$ cat src/rtl/drc_pkg.sv
//------------------------------------------------------------
// shared constants and types of the converter register block
//------------------------------------------------------------
package drc_pkg;

	// register indices; byte address is four times the index
	localparam logic [3:0] IDX_MAIN   = 4'h0;
	localparam logic [3:0] IDX_OUTCFG = 4'h1;
	localparam logic [3:0] IDX_EVCFG  = 4'h2;
	localparam logic [3:0] IDX_RSV3   = 4'h3;
	localparam logic [3:0] IDX_MCLR   = 4'h4;
	localparam logic [3:0] IDX_MSET   = 4'h5;
	localparam logic [3:0] IDX_FLAGS  = 4'h6;
	localparam logic [3:0] IDX_SYNC   = 4'h7;
	localparam logic [3:0] IDX_SAMPLE = 4'h8;
	localparam logic [3:0] IDX_BUF    = 4'hC;

	// per-index lock property: set where the access protector can block writes
	localparam logic [15:0] LOCKABLE  = 16'h1177;

	// main_control bit positions
	localparam int unsigned MAIN_SRST = 0;
	localparam int unsigned MAIN_EN   = 1;
	localparam int unsigned MAIN_STBY = 2;

	// event_config bit positions
	localparam int unsigned EV_START  = 0;
	localparam int unsigned EV_EMPTY  = 1;

	// irq flag / mask bit positions
	localparam int unsigned FLG_UNDER = 0;
	localparam int unsigned FLG_EMPTY = 1;
	localparam int unsigned FLG_SYNC  = 2;
	localparam int unsigned NUM_FLAGS = 3;

	// sync_state bit position
	localparam int unsigned SYNC_BIT  = 7;

	// reset values
	localparam logic [7:0]  RST_8     = 8'h00;
	localparam logic [15:0] RST_16    = 16'h0000;
	localparam logic [2:0]  RST_3     = 3'h0;

	// time the converter side needs to take over a synchronised write
	localparam int unsigned CLK_PERIOD_NS = 10;
	localparam int unsigned SYNC_TIME_NS  = 30;
	localparam int unsigned SYNC_CYCLES   = (SYNC_TIME_NS + CLK_PERIOD_NS - 1) / CLK_PERIOD_NS;

	// reference choices
	typedef enum logic [1:0] {
		REF_INTERNAL_1V = 2'h0,
		REF_SUPPLY      = 2'h1,
		REF_EXTERNAL    = 2'h2,
		REF_RESERVED    = 2'h3
	} drc_ref_t;

	// output_config layout, msb first
	typedef struct packed {
		drc_ref_t ref_select;
		logic     reserved5;
		logic     buffer_protect_bypass;
		logic     pump_disable;
		logic     left_justify;
		logic     internal_out_en;
		logic     external_out_en;
	} drc_outcfg_t;

endpackage : drc_pkg

$ cat src/rtl/drc_top.sv
// Summary of operation
// RL1: byte, halfword and word accesses; each byte of a 16-bit register writable alone
// RL2: 8-bit registers below index 8, sample at 8, buffer at 0xC, 3/9/A/B reserved
// RL3: reserved bits read zero; software writes them as zero
// RL4: lockable registers ignore writes while the access protector locks them
// RL5: keep-in-standby low turns output buffer off in standby
// RL6: keep-in-standby acts at once without synchronisation
// RL7: enable reads back at once, sets pending, acts when synchronisation ends
// RL8: soft reset one returns all registers to reset and disables; zero ignored
// RL9: a write setting soft reset discards its other bits
// RL10: soft reset reads one until done; it and pending clear together
// RL11: reference select 0 internal 1V, 1 supply, 2 external, 3 reserved
// RL12: bypass bit lets buffer writes through despite protector lock
// RL13: pump disable low means automatic pump, high forces it off
// RL14: left justify picks upper ten bits, else lower ten bits
// RL15: internal output enable routes converter to comparator
// RL16: external output enable turns on the high-drive pin buffer
// RL17: empty event output enable emits an event when the buffer empties
// RL18: start event input enable moves buffer to sample and converts
// RL19: mask-clear write one disables an interrupt; same state seen in mask-set
// RL20: mask-set write one enables an interrupt; zero does nothing
// RL21: empty flag sets on buffer move, clears on write one or buffer write
// RL22: starved flag sets on start event with empty buffer; write one clears
// RL23: sync-done flag sets when pending falls, except after enable or soft reset
// RL24: interrupt output high while any flag and its enable are both set
// RL25: both mask registers read the one shared three-bit enable vector
`timescale 1ns/1ps
`default_nettype none

module drc_top #(
	parameter int unsigned ADDR_W = 8
) (
	input  wire logic              I_REF_CLK,
	input  wire logic              I_ARST_N,
	input  wire logic              I_PSEL,
	input  wire logic              I_PENABLE,
	input  wire logic              I_PWRITE,
	input  wire logic [ADDR_W-1:0] I_PADDR,
	input  wire logic [31:0]       I_PWDATA,
	input  wire logic [3:0]        I_PSTRB,
	output logic      [31:0]       O_PRDATA,
	output logic                   O_PREADY,
	output logic                   O_PSLVERR,
	input  wire logic              I_PROT_LOCK,
	input  wire logic              I_STANDBY,
	input  wire logic              I_START_EV,
	output logic                   O_EMPTY_EV,
	output logic                   O_DMA_REQ,
	output logic                   O_IRQ,
	output logic                   O_CONV_EN,
	output logic                   O_CONV_LOAD,
	output logic      [9:0]        O_DAC_CODE,
	output logic      [1:0]        O_REF_SEL,
	output logic                   O_PUMP_OFF,
	output logic                   O_INT_OUT_EN,
	output logic                   O_EXT_OUT_EN,
	output logic                   O_OUT_BUF_ON
);

	//------------------------------------------------------------
	// elaboration checks
	//------------------------------------------------------------
	// index 0xC sits at byte 0x30, so six address bits are the least
	if (ADDR_W < 6) begin : g_addr_check
		$error("ADDR_W must be at least 6");
	end

	//------------------------------------------------------------
	// helper functions
	//------------------------------------------------------------
	// byte-lane merge of a 16-bit register
	function automatic logic [15:0] merge16(input logic [15:0] old, input logic [15:0] wd, input logic [1:0] st);
		merge16 = {st[1] ? wd[15:8] : old[15:8], st[0] ? wd[7:0] : old[7:0]};
	endfunction : merge16

	// ten-bit code out of a sample word
	function automatic logic [9:0] code_of(input logic [15:0] v, input logic lj);
		code_of = lj ? v[15:6] : v[9:0]; // [RL14]
	endfunction : code_of

	//------------------------------------------------------------
	// state
	//------------------------------------------------------------
	logic                      enable_r;
	logic                      stby_r;
	logic                      srst_r;
	drc_pkg::drc_outcfg_t      outcfg_r;
	logic [1:0]                evcfg_r;
	logic [2:0]                mask_r;
	logic [2:0]                flags_r;
	logic [15:0]               sample_r;
	logic [15:0]               buf_r;
	logic                      buf_empty_r;
	// converter-side copy of the enable
	logic                      en_eff_r;
	logic [9:0]                code_r;
	logic                      load_r;
	logic                      empty_ev_r;
	// cause_ctrl_r: window opened by enable or soft reset
	logic                      pend_r;
	logic                      cause_ctrl_r;
	logic [7:0]                sync_cnt_r;

	//------------------------------------------------------------
	// bus decode
	//------------------------------------------------------------
	wire logic [3:0] idx        = I_PADDR[5:2];
	wire logic       upper_zero = (ADDR_W > 6) ? (I_PADDR >> 6) == '0 : 1'b1;
	wire logic       mapped     = (idx <= drc_pkg::IDX_SAMPLE && idx != drc_pkg::IDX_RSV3) ||
	                              idx == drc_pkg::IDX_BUF; // [RL2]
	wire logic       addr_ok    = mapped && upper_zero && I_PADDR[1:0] == 2'h0;
	wire logic       access     = I_PSEL && I_PENABLE;

	// bypass lifts the lock on the buffer only
	wire logic       locked     = I_PROT_LOCK && drc_pkg::LOCKABLE[idx] &&
	                              !(idx == drc_pkg::IDX_BUF && outcfg_r.buffer_protect_bypass); // [RL4] [RL12]
	// 8-bit registers take lane 0 only
	wire logic       lane0      = I_PSTRB[0];
	wire logic [7:0] wd0        = I_PWDATA[7:0];

	// which writes go through the converter side
	wire logic       srst_wr_req = idx == drc_pkg::IDX_MAIN && lane0 && wd0[drc_pkg::MAIN_SRST];
	wire logic       en_wr_req   = idx == drc_pkg::IDX_MAIN && lane0 && wd0[drc_pkg::MAIN_EN] != enable_r;
	wire logic       data_wr_req = (idx == drc_pkg::IDX_SAMPLE || idx == drc_pkg::IDX_BUF) && I_PSTRB[1:0] != 2'h0;
	wire logic       needs_sync  = I_PWRITE && addr_ok && !locked && (srst_wr_req || en_wr_req || data_wr_req);

	// a second synchronised write waits on the bus rather than overtaking the first
	wire logic       stall       = access && needs_sync && pend_r;
	wire logic       done_acc    = access && !stall;

	// refused writes still complete, changing nothing
	wire logic       we          = done_acc && I_PWRITE && addr_ok && !locked; // [RL4]
	wire logic       we8         = we && lane0; // [RL1]

	// reads never wait
	assign O_PREADY  = !stall;
	assign O_PSLVERR = done_acc && (!addr_ok || (I_PWRITE && locked));

	//------------------------------------------------------------
	// write strobes per register
	//------------------------------------------------------------
	wire logic       wr_main   = we8 && idx == drc_pkg::IDX_MAIN;
	wire logic       wr_srst   = wr_main && wd0[drc_pkg::MAIN_SRST]; // [RL8]
	wire logic       wr_main_k = wr_main && !wd0[drc_pkg::MAIN_SRST] && !srst_r; // [RL9]
	wire logic       wr_outcfg = we8 && idx == drc_pkg::IDX_OUTCFG && !srst_r;
	wire logic       wr_evcfg  = we8 && idx == drc_pkg::IDX_EVCFG && !srst_r;

	// mask and flag writes act at once
	wire logic       wr_mclr   = we8 && idx == drc_pkg::IDX_MCLR;
	wire logic       wr_mset   = we8 && idx == drc_pkg::IDX_MSET;
	wire logic       wr_flags  = we8 && idx == drc_pkg::IDX_FLAGS;

	// either lane counts as a data write
	wire logic       wr_sample = we && idx == drc_pkg::IDX_SAMPLE && I_PSTRB[1:0] != 2'h0;
	wire logic       wr_buf    = we && idx == drc_pkg::IDX_BUF && I_PSTRB[1:0] != 2'h0;
	wire logic       sync_go   = we && needs_sync;

	//------------------------------------------------------------
	// synchronisation window and soft reset
	//------------------------------------------------------------
	// counter stands in for the cross-domain handshake
	wire logic       sync_end  = pend_r && sync_cnt_r == 8'h01;
	// one term returns every converter register to reset
	wire logic       soft_clr  = sync_end && srst_r; // [RL8] [RL10]

	// pending rises on the write and falls when the window closes
	always_ff @(posedge I_REF_CLK or negedge I_ARST_N) begin
		if (!I_ARST_N) begin
			pend_r       <= 1'b0;
			sync_cnt_r   <= 8'h00;
			cause_ctrl_r <= 1'b0;
		end else if (sync_go) begin
			pend_r       <= 1'b1; // [RL7]
			sync_cnt_r   <= 8'(drc_pkg::SYNC_CYCLES);
			cause_ctrl_r <= srst_wr_req || en_wr_req;
		end else if (pend_r) begin
			sync_cnt_r   <= sync_cnt_r - 8'h01;
			pend_r       <= !sync_end; // [RL10]
		end
	end

	// main control; standby bit acts at once, enable only at window end
	always_ff @(posedge I_REF_CLK or negedge I_ARST_N) begin
		if (!I_ARST_N) begin
			srst_r   <= 1'b0;
			enable_r <= 1'b0;
			stby_r   <= 1'b0;
			en_eff_r <= 1'b0;
		end else if (soft_clr) begin
			srst_r   <= 1'b0; // [RL10]
			enable_r <= 1'b0;
			stby_r   <= 1'b0;
			en_eff_r <= 1'b0; // [RL8]
		end else begin
			if (wr_srst)
				srst_r <= 1'b1; // [RL9]
			if (wr_main_k) begin
				enable_r <= wd0[drc_pkg::MAIN_EN]; // [RL7]
				stby_r   <= wd0[drc_pkg::MAIN_STBY]; // [RL6]
			end
			// enable reaches the converter at window end
			if (sync_end)
				en_eff_r <= enable_r; // [RL7]
		end
	end

	// configuration registers; bit 5 of output_config is held at zero
	always_ff @(posedge I_REF_CLK or negedge I_ARST_N) begin
		if (!I_ARST_N) begin
			outcfg_r <= drc_pkg::drc_outcfg_t'(drc_pkg::RST_8);
			evcfg_r  <= 2'h0;
		end else if (soft_clr) begin
			outcfg_r <= drc_pkg::drc_outcfg_t'(drc_pkg::RST_8);
			evcfg_r  <= 2'h0;
		end else begin
			if (wr_outcfg)
				outcfg_r <= drc_pkg::drc_outcfg_t'(wd0 & 8'hDF); // [RL3]
			// bits 7:2 are not stored
			if (wr_evcfg)
				evcfg_r <= wd0[1:0];
		end
	end

	//------------------------------------------------------------
	// interrupt masks and flags
	//------------------------------------------------------------
	wire logic       start_ok = I_START_EV && evcfg_r[drc_pkg::EV_START] && en_eff_r; // [RL18]
	// an empty buffer moves nothing, it only starves
	wire logic       xfer     = start_ok && !buf_empty_r;
	wire logic       starve   = start_ok && buf_empty_r; // [RL22]

	// enable or soft reset windows never raise sync-done
	wire logic       sync_ok  = sync_end && !cause_ctrl_r; // [RL23]
	wire logic [2:0] fl_set   = {sync_ok, xfer && !wr_buf, starve};
	wire logic [2:0] fl_clr   = ({3{wr_flags}} & wd0[2:0]) | {1'b0, wr_buf, 1'b0}; // [RL21]
	wire logic [2:0] mask_nxt = wr_mset ? (mask_r | wd0[2:0]) : // [RL20]
	                            wr_mclr ? (mask_r & ~wd0[2:0]) : mask_r; // [RL19]
	wire logic [2:0] flags_nxt = (flags_r & ~fl_clr) | fl_set;

	// one shared mask serves both set and clear views
	always_ff @(posedge I_REF_CLK or negedge I_ARST_N) begin
		if (!I_ARST_N) begin
			mask_r  <= drc_pkg::RST_3;
			flags_r <= drc_pkg::RST_3;
		end else if (soft_clr) begin
			mask_r  <= drc_pkg::RST_3;
			flags_r <= drc_pkg::RST_3;
		end else begin
			mask_r  <= mask_nxt; // [RL25]
			flags_r <= flags_nxt; // hardware set wins over a clear
		end
	end

	assign O_IRQ = |(flags_r & mask_r); // [RL24]

	//------------------------------------------------------------
	// sample path: buffer, sample and converter code
	//------------------------------------------------------------
	wire logic [15:0] wd16       = I_PWDATA[15:0];
	wire logic [15:0] sample_nxt = wr_sample ? merge16(sample_r, wd16, I_PSTRB[1:0]) :
	                               xfer ? buf_r : sample_r; // [RL18]
	wire logic [15:0] buf_nxt    = wr_buf ? merge16(buf_r, wd16, I_PSTRB[1:0]) : buf_r;

	// a fresh buffer write beats a transfer in the same cycle
	wire logic        empty_nxt  = wr_buf ? 1'b0 : (xfer ? 1'b1 : buf_empty_r);

	always_ff @(posedge I_REF_CLK or negedge I_ARST_N) begin
		if (!I_ARST_N) begin
			sample_r    <= drc_pkg::RST_16;
			buf_r       <= drc_pkg::RST_16;
			buf_empty_r <= 1'b0;
		end else if (soft_clr) begin
			sample_r    <= drc_pkg::RST_16;
			buf_r       <= drc_pkg::RST_16;
			buf_empty_r <= 1'b0;
		end else begin
			sample_r    <= sample_nxt;
			buf_r       <= buf_nxt;
			buf_empty_r <= empty_nxt;
		end
	end

	// code reaches the converter on a transfer or when a data write settles
	wire logic       code_take = xfer || (sync_ok && !srst_r);
	wire logic [9:0] code_nxt  = xfer ? code_of(buf_r, outcfg_r.left_justify) :
	                             code_of(sample_r, outcfg_r.left_justify);

	always_ff @(posedge I_REF_CLK or negedge I_ARST_N) begin
		if (!I_ARST_N) begin
			code_r     <= 10'h000;
			load_r     <= 1'b0;
			empty_ev_r <= 1'b0;
		end else begin
			code_r     <= soft_clr ? 10'h000 : (code_take ? code_nxt : code_r);
			// a soft reset swallows both pulses
			load_r     <= code_take && !soft_clr;
			empty_ev_r <= xfer && !wr_buf && !soft_clr && evcfg_r[drc_pkg::EV_EMPTY]; // [RL17]
		end
	end

	//------------------------------------------------------------
	// analog-side controls
	//------------------------------------------------------------
	assign O_CONV_EN    = en_eff_r;
	assign O_CONV_LOAD  = load_r;
	assign O_DAC_CODE   = code_r;
	assign O_EMPTY_EV   = empty_ev_r;
	// request stands until the buffer is refilled
	assign O_DMA_REQ    = buf_empty_r;
	// reserved code 3 passes through
	assign O_REF_SEL    = outcfg_r.ref_select; // [RL11]
	// high forces the pump off
	assign O_PUMP_OFF   = outcfg_r.pump_disable; // [RL13]
	assign O_INT_OUT_EN = outcfg_r.internal_out_en && en_eff_r; // [RL15]
	assign O_EXT_OUT_EN = outcfg_r.external_out_en && en_eff_r; // [RL16]
	// standby drops the pin buffer unless keep-in-standby is set
	assign O_OUT_BUF_ON = O_EXT_OUT_EN && (!I_STANDBY || stby_r); // [RL5]

	//------------------------------------------------------------
	// read mux; unlisted bits read zero
	//------------------------------------------------------------
	logic [15:0] rd_val;

	always_comb begin
		rd_val = 16'h0000;
		unique case (idx)
			drc_pkg::IDX_MAIN:   rd_val = {13'h0000, stby_r, enable_r, srst_r}; // [RL3]
			drc_pkg::IDX_OUTCFG: rd_val = {8'h00, outcfg_r};
			drc_pkg::IDX_EVCFG:  rd_val = {14'h0000, evcfg_r};
			drc_pkg::IDX_MCLR,
			drc_pkg::IDX_MSET:   rd_val = {13'h0000, mask_r}; // [RL25]
			drc_pkg::IDX_FLAGS:  rd_val = {13'h0000, flags_r};
			drc_pkg::IDX_SYNC:   rd_val = {8'h00, pend_r, 7'h00};
			drc_pkg::IDX_SAMPLE: rd_val = sample_r;
			drc_pkg::IDX_BUF:    rd_val = buf_r;
			default:             rd_val = 16'h0000;
		endcase
	end

	// idle bus reads zero
	assign O_PRDATA = (access && addr_ok && !I_PWRITE) ? {16'h0000, rd_val} : 32'h00000000;

endmodule : drc_top

`default_nettype wire

$ cat config.mk
export PLATFORM = sky130hd
export DESIGN_NAME = drc_top
export DESIGN_NICKNAME = d
export VERILOG_FILES = /design/src/rtl/drc_pkg.sv /design/src/rtl/drc_top.sv
export SDC_FILE = /design/constraint.sdc
export NUM_CORES = 1
export LEC_CHECK = 0
export ABC_CLOCK_PERIOD_IN_PS = 3600
export BUFFER_PORTS_ARGS = -buffer_cell sky130_fd_sc_hd__buf_2
export CORE_ASPECT_RATIO = 0.9
export CORE_MARGIN = 8
export CORE_UTILIZATION = 50
export DETAILED_ROUTE_END_ITERATION = 6
export GPL_TIMING_DRIVEN = 0
export PLACE_DENSITY = 0.75
export RECOVER_POWER = 100
export SYNTH_ARGS = -nofsm -noshare
export SYNTH_HDL_FRONTEND = slang
export SYNTH_SLANG_ARGS = --single-unit
$ cat constraint.sdc
create_clock -name I_REF_CLK -period 3.6 [get_ports I_REF_CLK]
set_input_delay 0.54 -clock I_REF_CLK [delete_from_list [all_inputs] [get_ports I_REF_CLK]]
set_output_delay 0.54 -clock I_REF_CLK [all_outputs]
set_load 0.005 [all_outputs]
==> flow_summary.toml <==
[clock_tree]
clk_pin_slew_ps = 80
clock_path_buffers = 2
root_buffer = "clkbuf_8"
cts_tree = "yes"
hold_buffers = 0
clock-sinks = 74
cts_setup_buffers = 0
cts_made_buffers = 9
htreeDepth = 3
clk_latency_ps = 350
ctsResizeCount = 0

[logic_synthesis]
async_flop_share = 1.00
synth.top_cell.area_share = 0.418
synth_area_leaders = "dfrtp_1 (42%), mux2i_1 (13%), a211oi_1 (5.6%), nor2_1 (3.5%), buf_4 (3.1%)"
ys_seq_elements = 74
synth_seq_area_share = 0.418
yosysMostFrequentCell = "dfrtp_1"
syn_area_per_cell_um2 = 9.69
ys_warn_count = 0
yosysTopAreaCell = "dfrtp_1"
synth-main-ff-cell = "dfrtp_1"
syn-instance-count = 457
synth_commonest_cells = "dfrtp_1 (74), mux2i_1 (56), nor2_1 (41)"
synth-edff-count = 0
synth_area_um2 = 4430
synthDistinctLibCells = 48

[timing]
min_period_ps = 3280
report.final.hold_viol_count = 0
max_slew.worst_pin.slew_ps = 1770
rsz0062_at_grt = "no"
slew_headroom = -0.183
drv_slew = 77
setup_violations = 0
fin_tns_setup_ps = 0
period_share = 0.912
fmax_ghz = 0.304
clock_skew_ps = 13.3

[placed_design]
dp_hpwl_um = 9310
dpl_cell_area_um2 = 5010
place_congestion = 0.913
io_buffers = 69

[routing]
dr_total_vias = 3932
firstDrtPassIters = 5
drc = 0
dr.first_iter.drc_count = 332
drt-total-wl_um = 13000
ant_nets = 0
viasPerCell = 5.82
wl_per_cell_um = 19.2

[layout]
nets = 607
syn_to_final_growth_pct = 16.0
finalInstanceArea_um2 = 5130
diodes = 0
n_fill_cell = 764
drive_gt1_frac = 0.178

[pwr]
power_density_nw_per_um2 = 344
worst_ir_drop_vdd_mv = 0.188
p_leak_nw = 2.54

[worst_setup_path]
critPathLaunch = "I_PADDR[4]"
worst-endpoint-arrival_ps = 2740
endpoint_kind = "primary output"
crit_fanout = 10
rr_startpoint = "sync_cnt_r[3]$_DFFE_PN0P_"
rr_worst_depth = 8
cp.required_ps = 3060
cp-start-kind = "primary input"
worstSetupPathType = "primary input to primary output"

[run_status]
violations = "capacitance limit, slew limit"
status = "finished, violations left"

[global_routing]
overflow = 0
first_global_vias = 4036
grt_max_degree = 66
track_usage = 0.213
grt_pass1_wl_um = 20500
antenna_found_initial = 0

[run]
max_cap_violations = 2

[die]
die_h_um = 105
start_util = 0.514
die_area_um2 = 12100
die-width_um = 115
rows = 32
ios = 107
core_area_um2 = 8610

[hold_path]
hold_class = "primary input to asynchronous set/reset pin"
through the flow:
step	cells	setup slack (ps)	utilization	hold slack (ps)	power (mW)
after detailed placement	661	397	0.582	390	1.05
after global routing	676	190	0.597	189	1.82
final	676	316	0.597	137	1.77
after global placement	660	404	0.578	489	1.04
after floorplan	472	1110	-	244	0.980
after CTS	676	400	0.607	20.4	1.77
sequential cells by signal, summed over array words and instances, names as in the netlist, 2 cells and up:
signal and flops:
outcfg_r 4, mask_r 3, O_REF_SEL 2, sample_r 16
buf_r 16, flags_r 3, O_DAC_CODE 10, sync_cnt_r 8
evcfg_r 2
cell usage in the layout, fill, tap and decap left out, drive strengths merged, types with 4 or more instances in the layout:
cell	n
dfrtp	74
buf	71
clkbuf	60
mux2i	56
nor2	42
a211oi	33
nand2	30
o21ai	23
nor2b	21
nand3	16
conb	16
a21oi	14
a22o	12
nand4	10
inv	9
mux2	8
and2	6
xor2	5
nand2b	4
nor3b	4
a222oi	4
nor4b	4
nor3	4
final cells by class:
type,count,area (um2),area share
inverters,9,33.8,0.00658
repair buffers,70,320,0.0624
plain buffers,50,277,0.0538
flip-flops and latches,74,1850,0.361
clock inverters,4,76.3,0.0149
multi-input cells,339,2290,0.445
clock buffers,11,141,0.0275
well taps,119,149,0.0290
final timing paths:
path	to	slack, ps
worst min register to register	O_DAC_CODE[9]$_DFFE_PN0P_	510
worst min-delay path	buf_r[4]$_DFFE_PN0P_	140
min in group I_REF_CLK	buf_r[10]$_DFFE_PN0P_	440
worst max-delay path	O_PRDATA[0]	320
worst max register to register	O_REF_SEL[1]$_DFFE_PN0P_	700
max in group asynchronous	O_CONV_EN$_DFFE_PN0P_	1510
worst max-delay path, stage by stage:
cell and delay [ps]:
buf_2 180, clkbuf_1 490, nor3b_1 870, a222oi_1 210
a21oi_1 290, buf_2 160
layer usage:
metal / routed length, um / GRT usage
met4: 304 / 0.0769
met3: 1030 / 0.0502
met1: 5520 / 0.271
met5: 0 / 0
met2: 6090 / 0.344
cells by family after synthesis:
group | Yosys count | synth area share
mux | 64 | 0.147
xor+xnor | 8 | 0.0158
flops | 74 | 0.418
compound gates | 98 | 0.157
buf+inv | 59 | 0.0715
other cells | 1 | 0.000847
fa+ha+maj | 2 | 0.00565
simple gates | 151 | 0.185
power by group:
| group | switching, mW | leakage (nW) | internal [mW] |
|---|---|---|---|
| clock network | 0.324 | 0.106 | 0.407 |
| logic | 0.106 | 1.46 | 0.0652 |
| registers | 0.0160 | 0.975 | 0.848 |
Power figures use the tool's default switching activity.
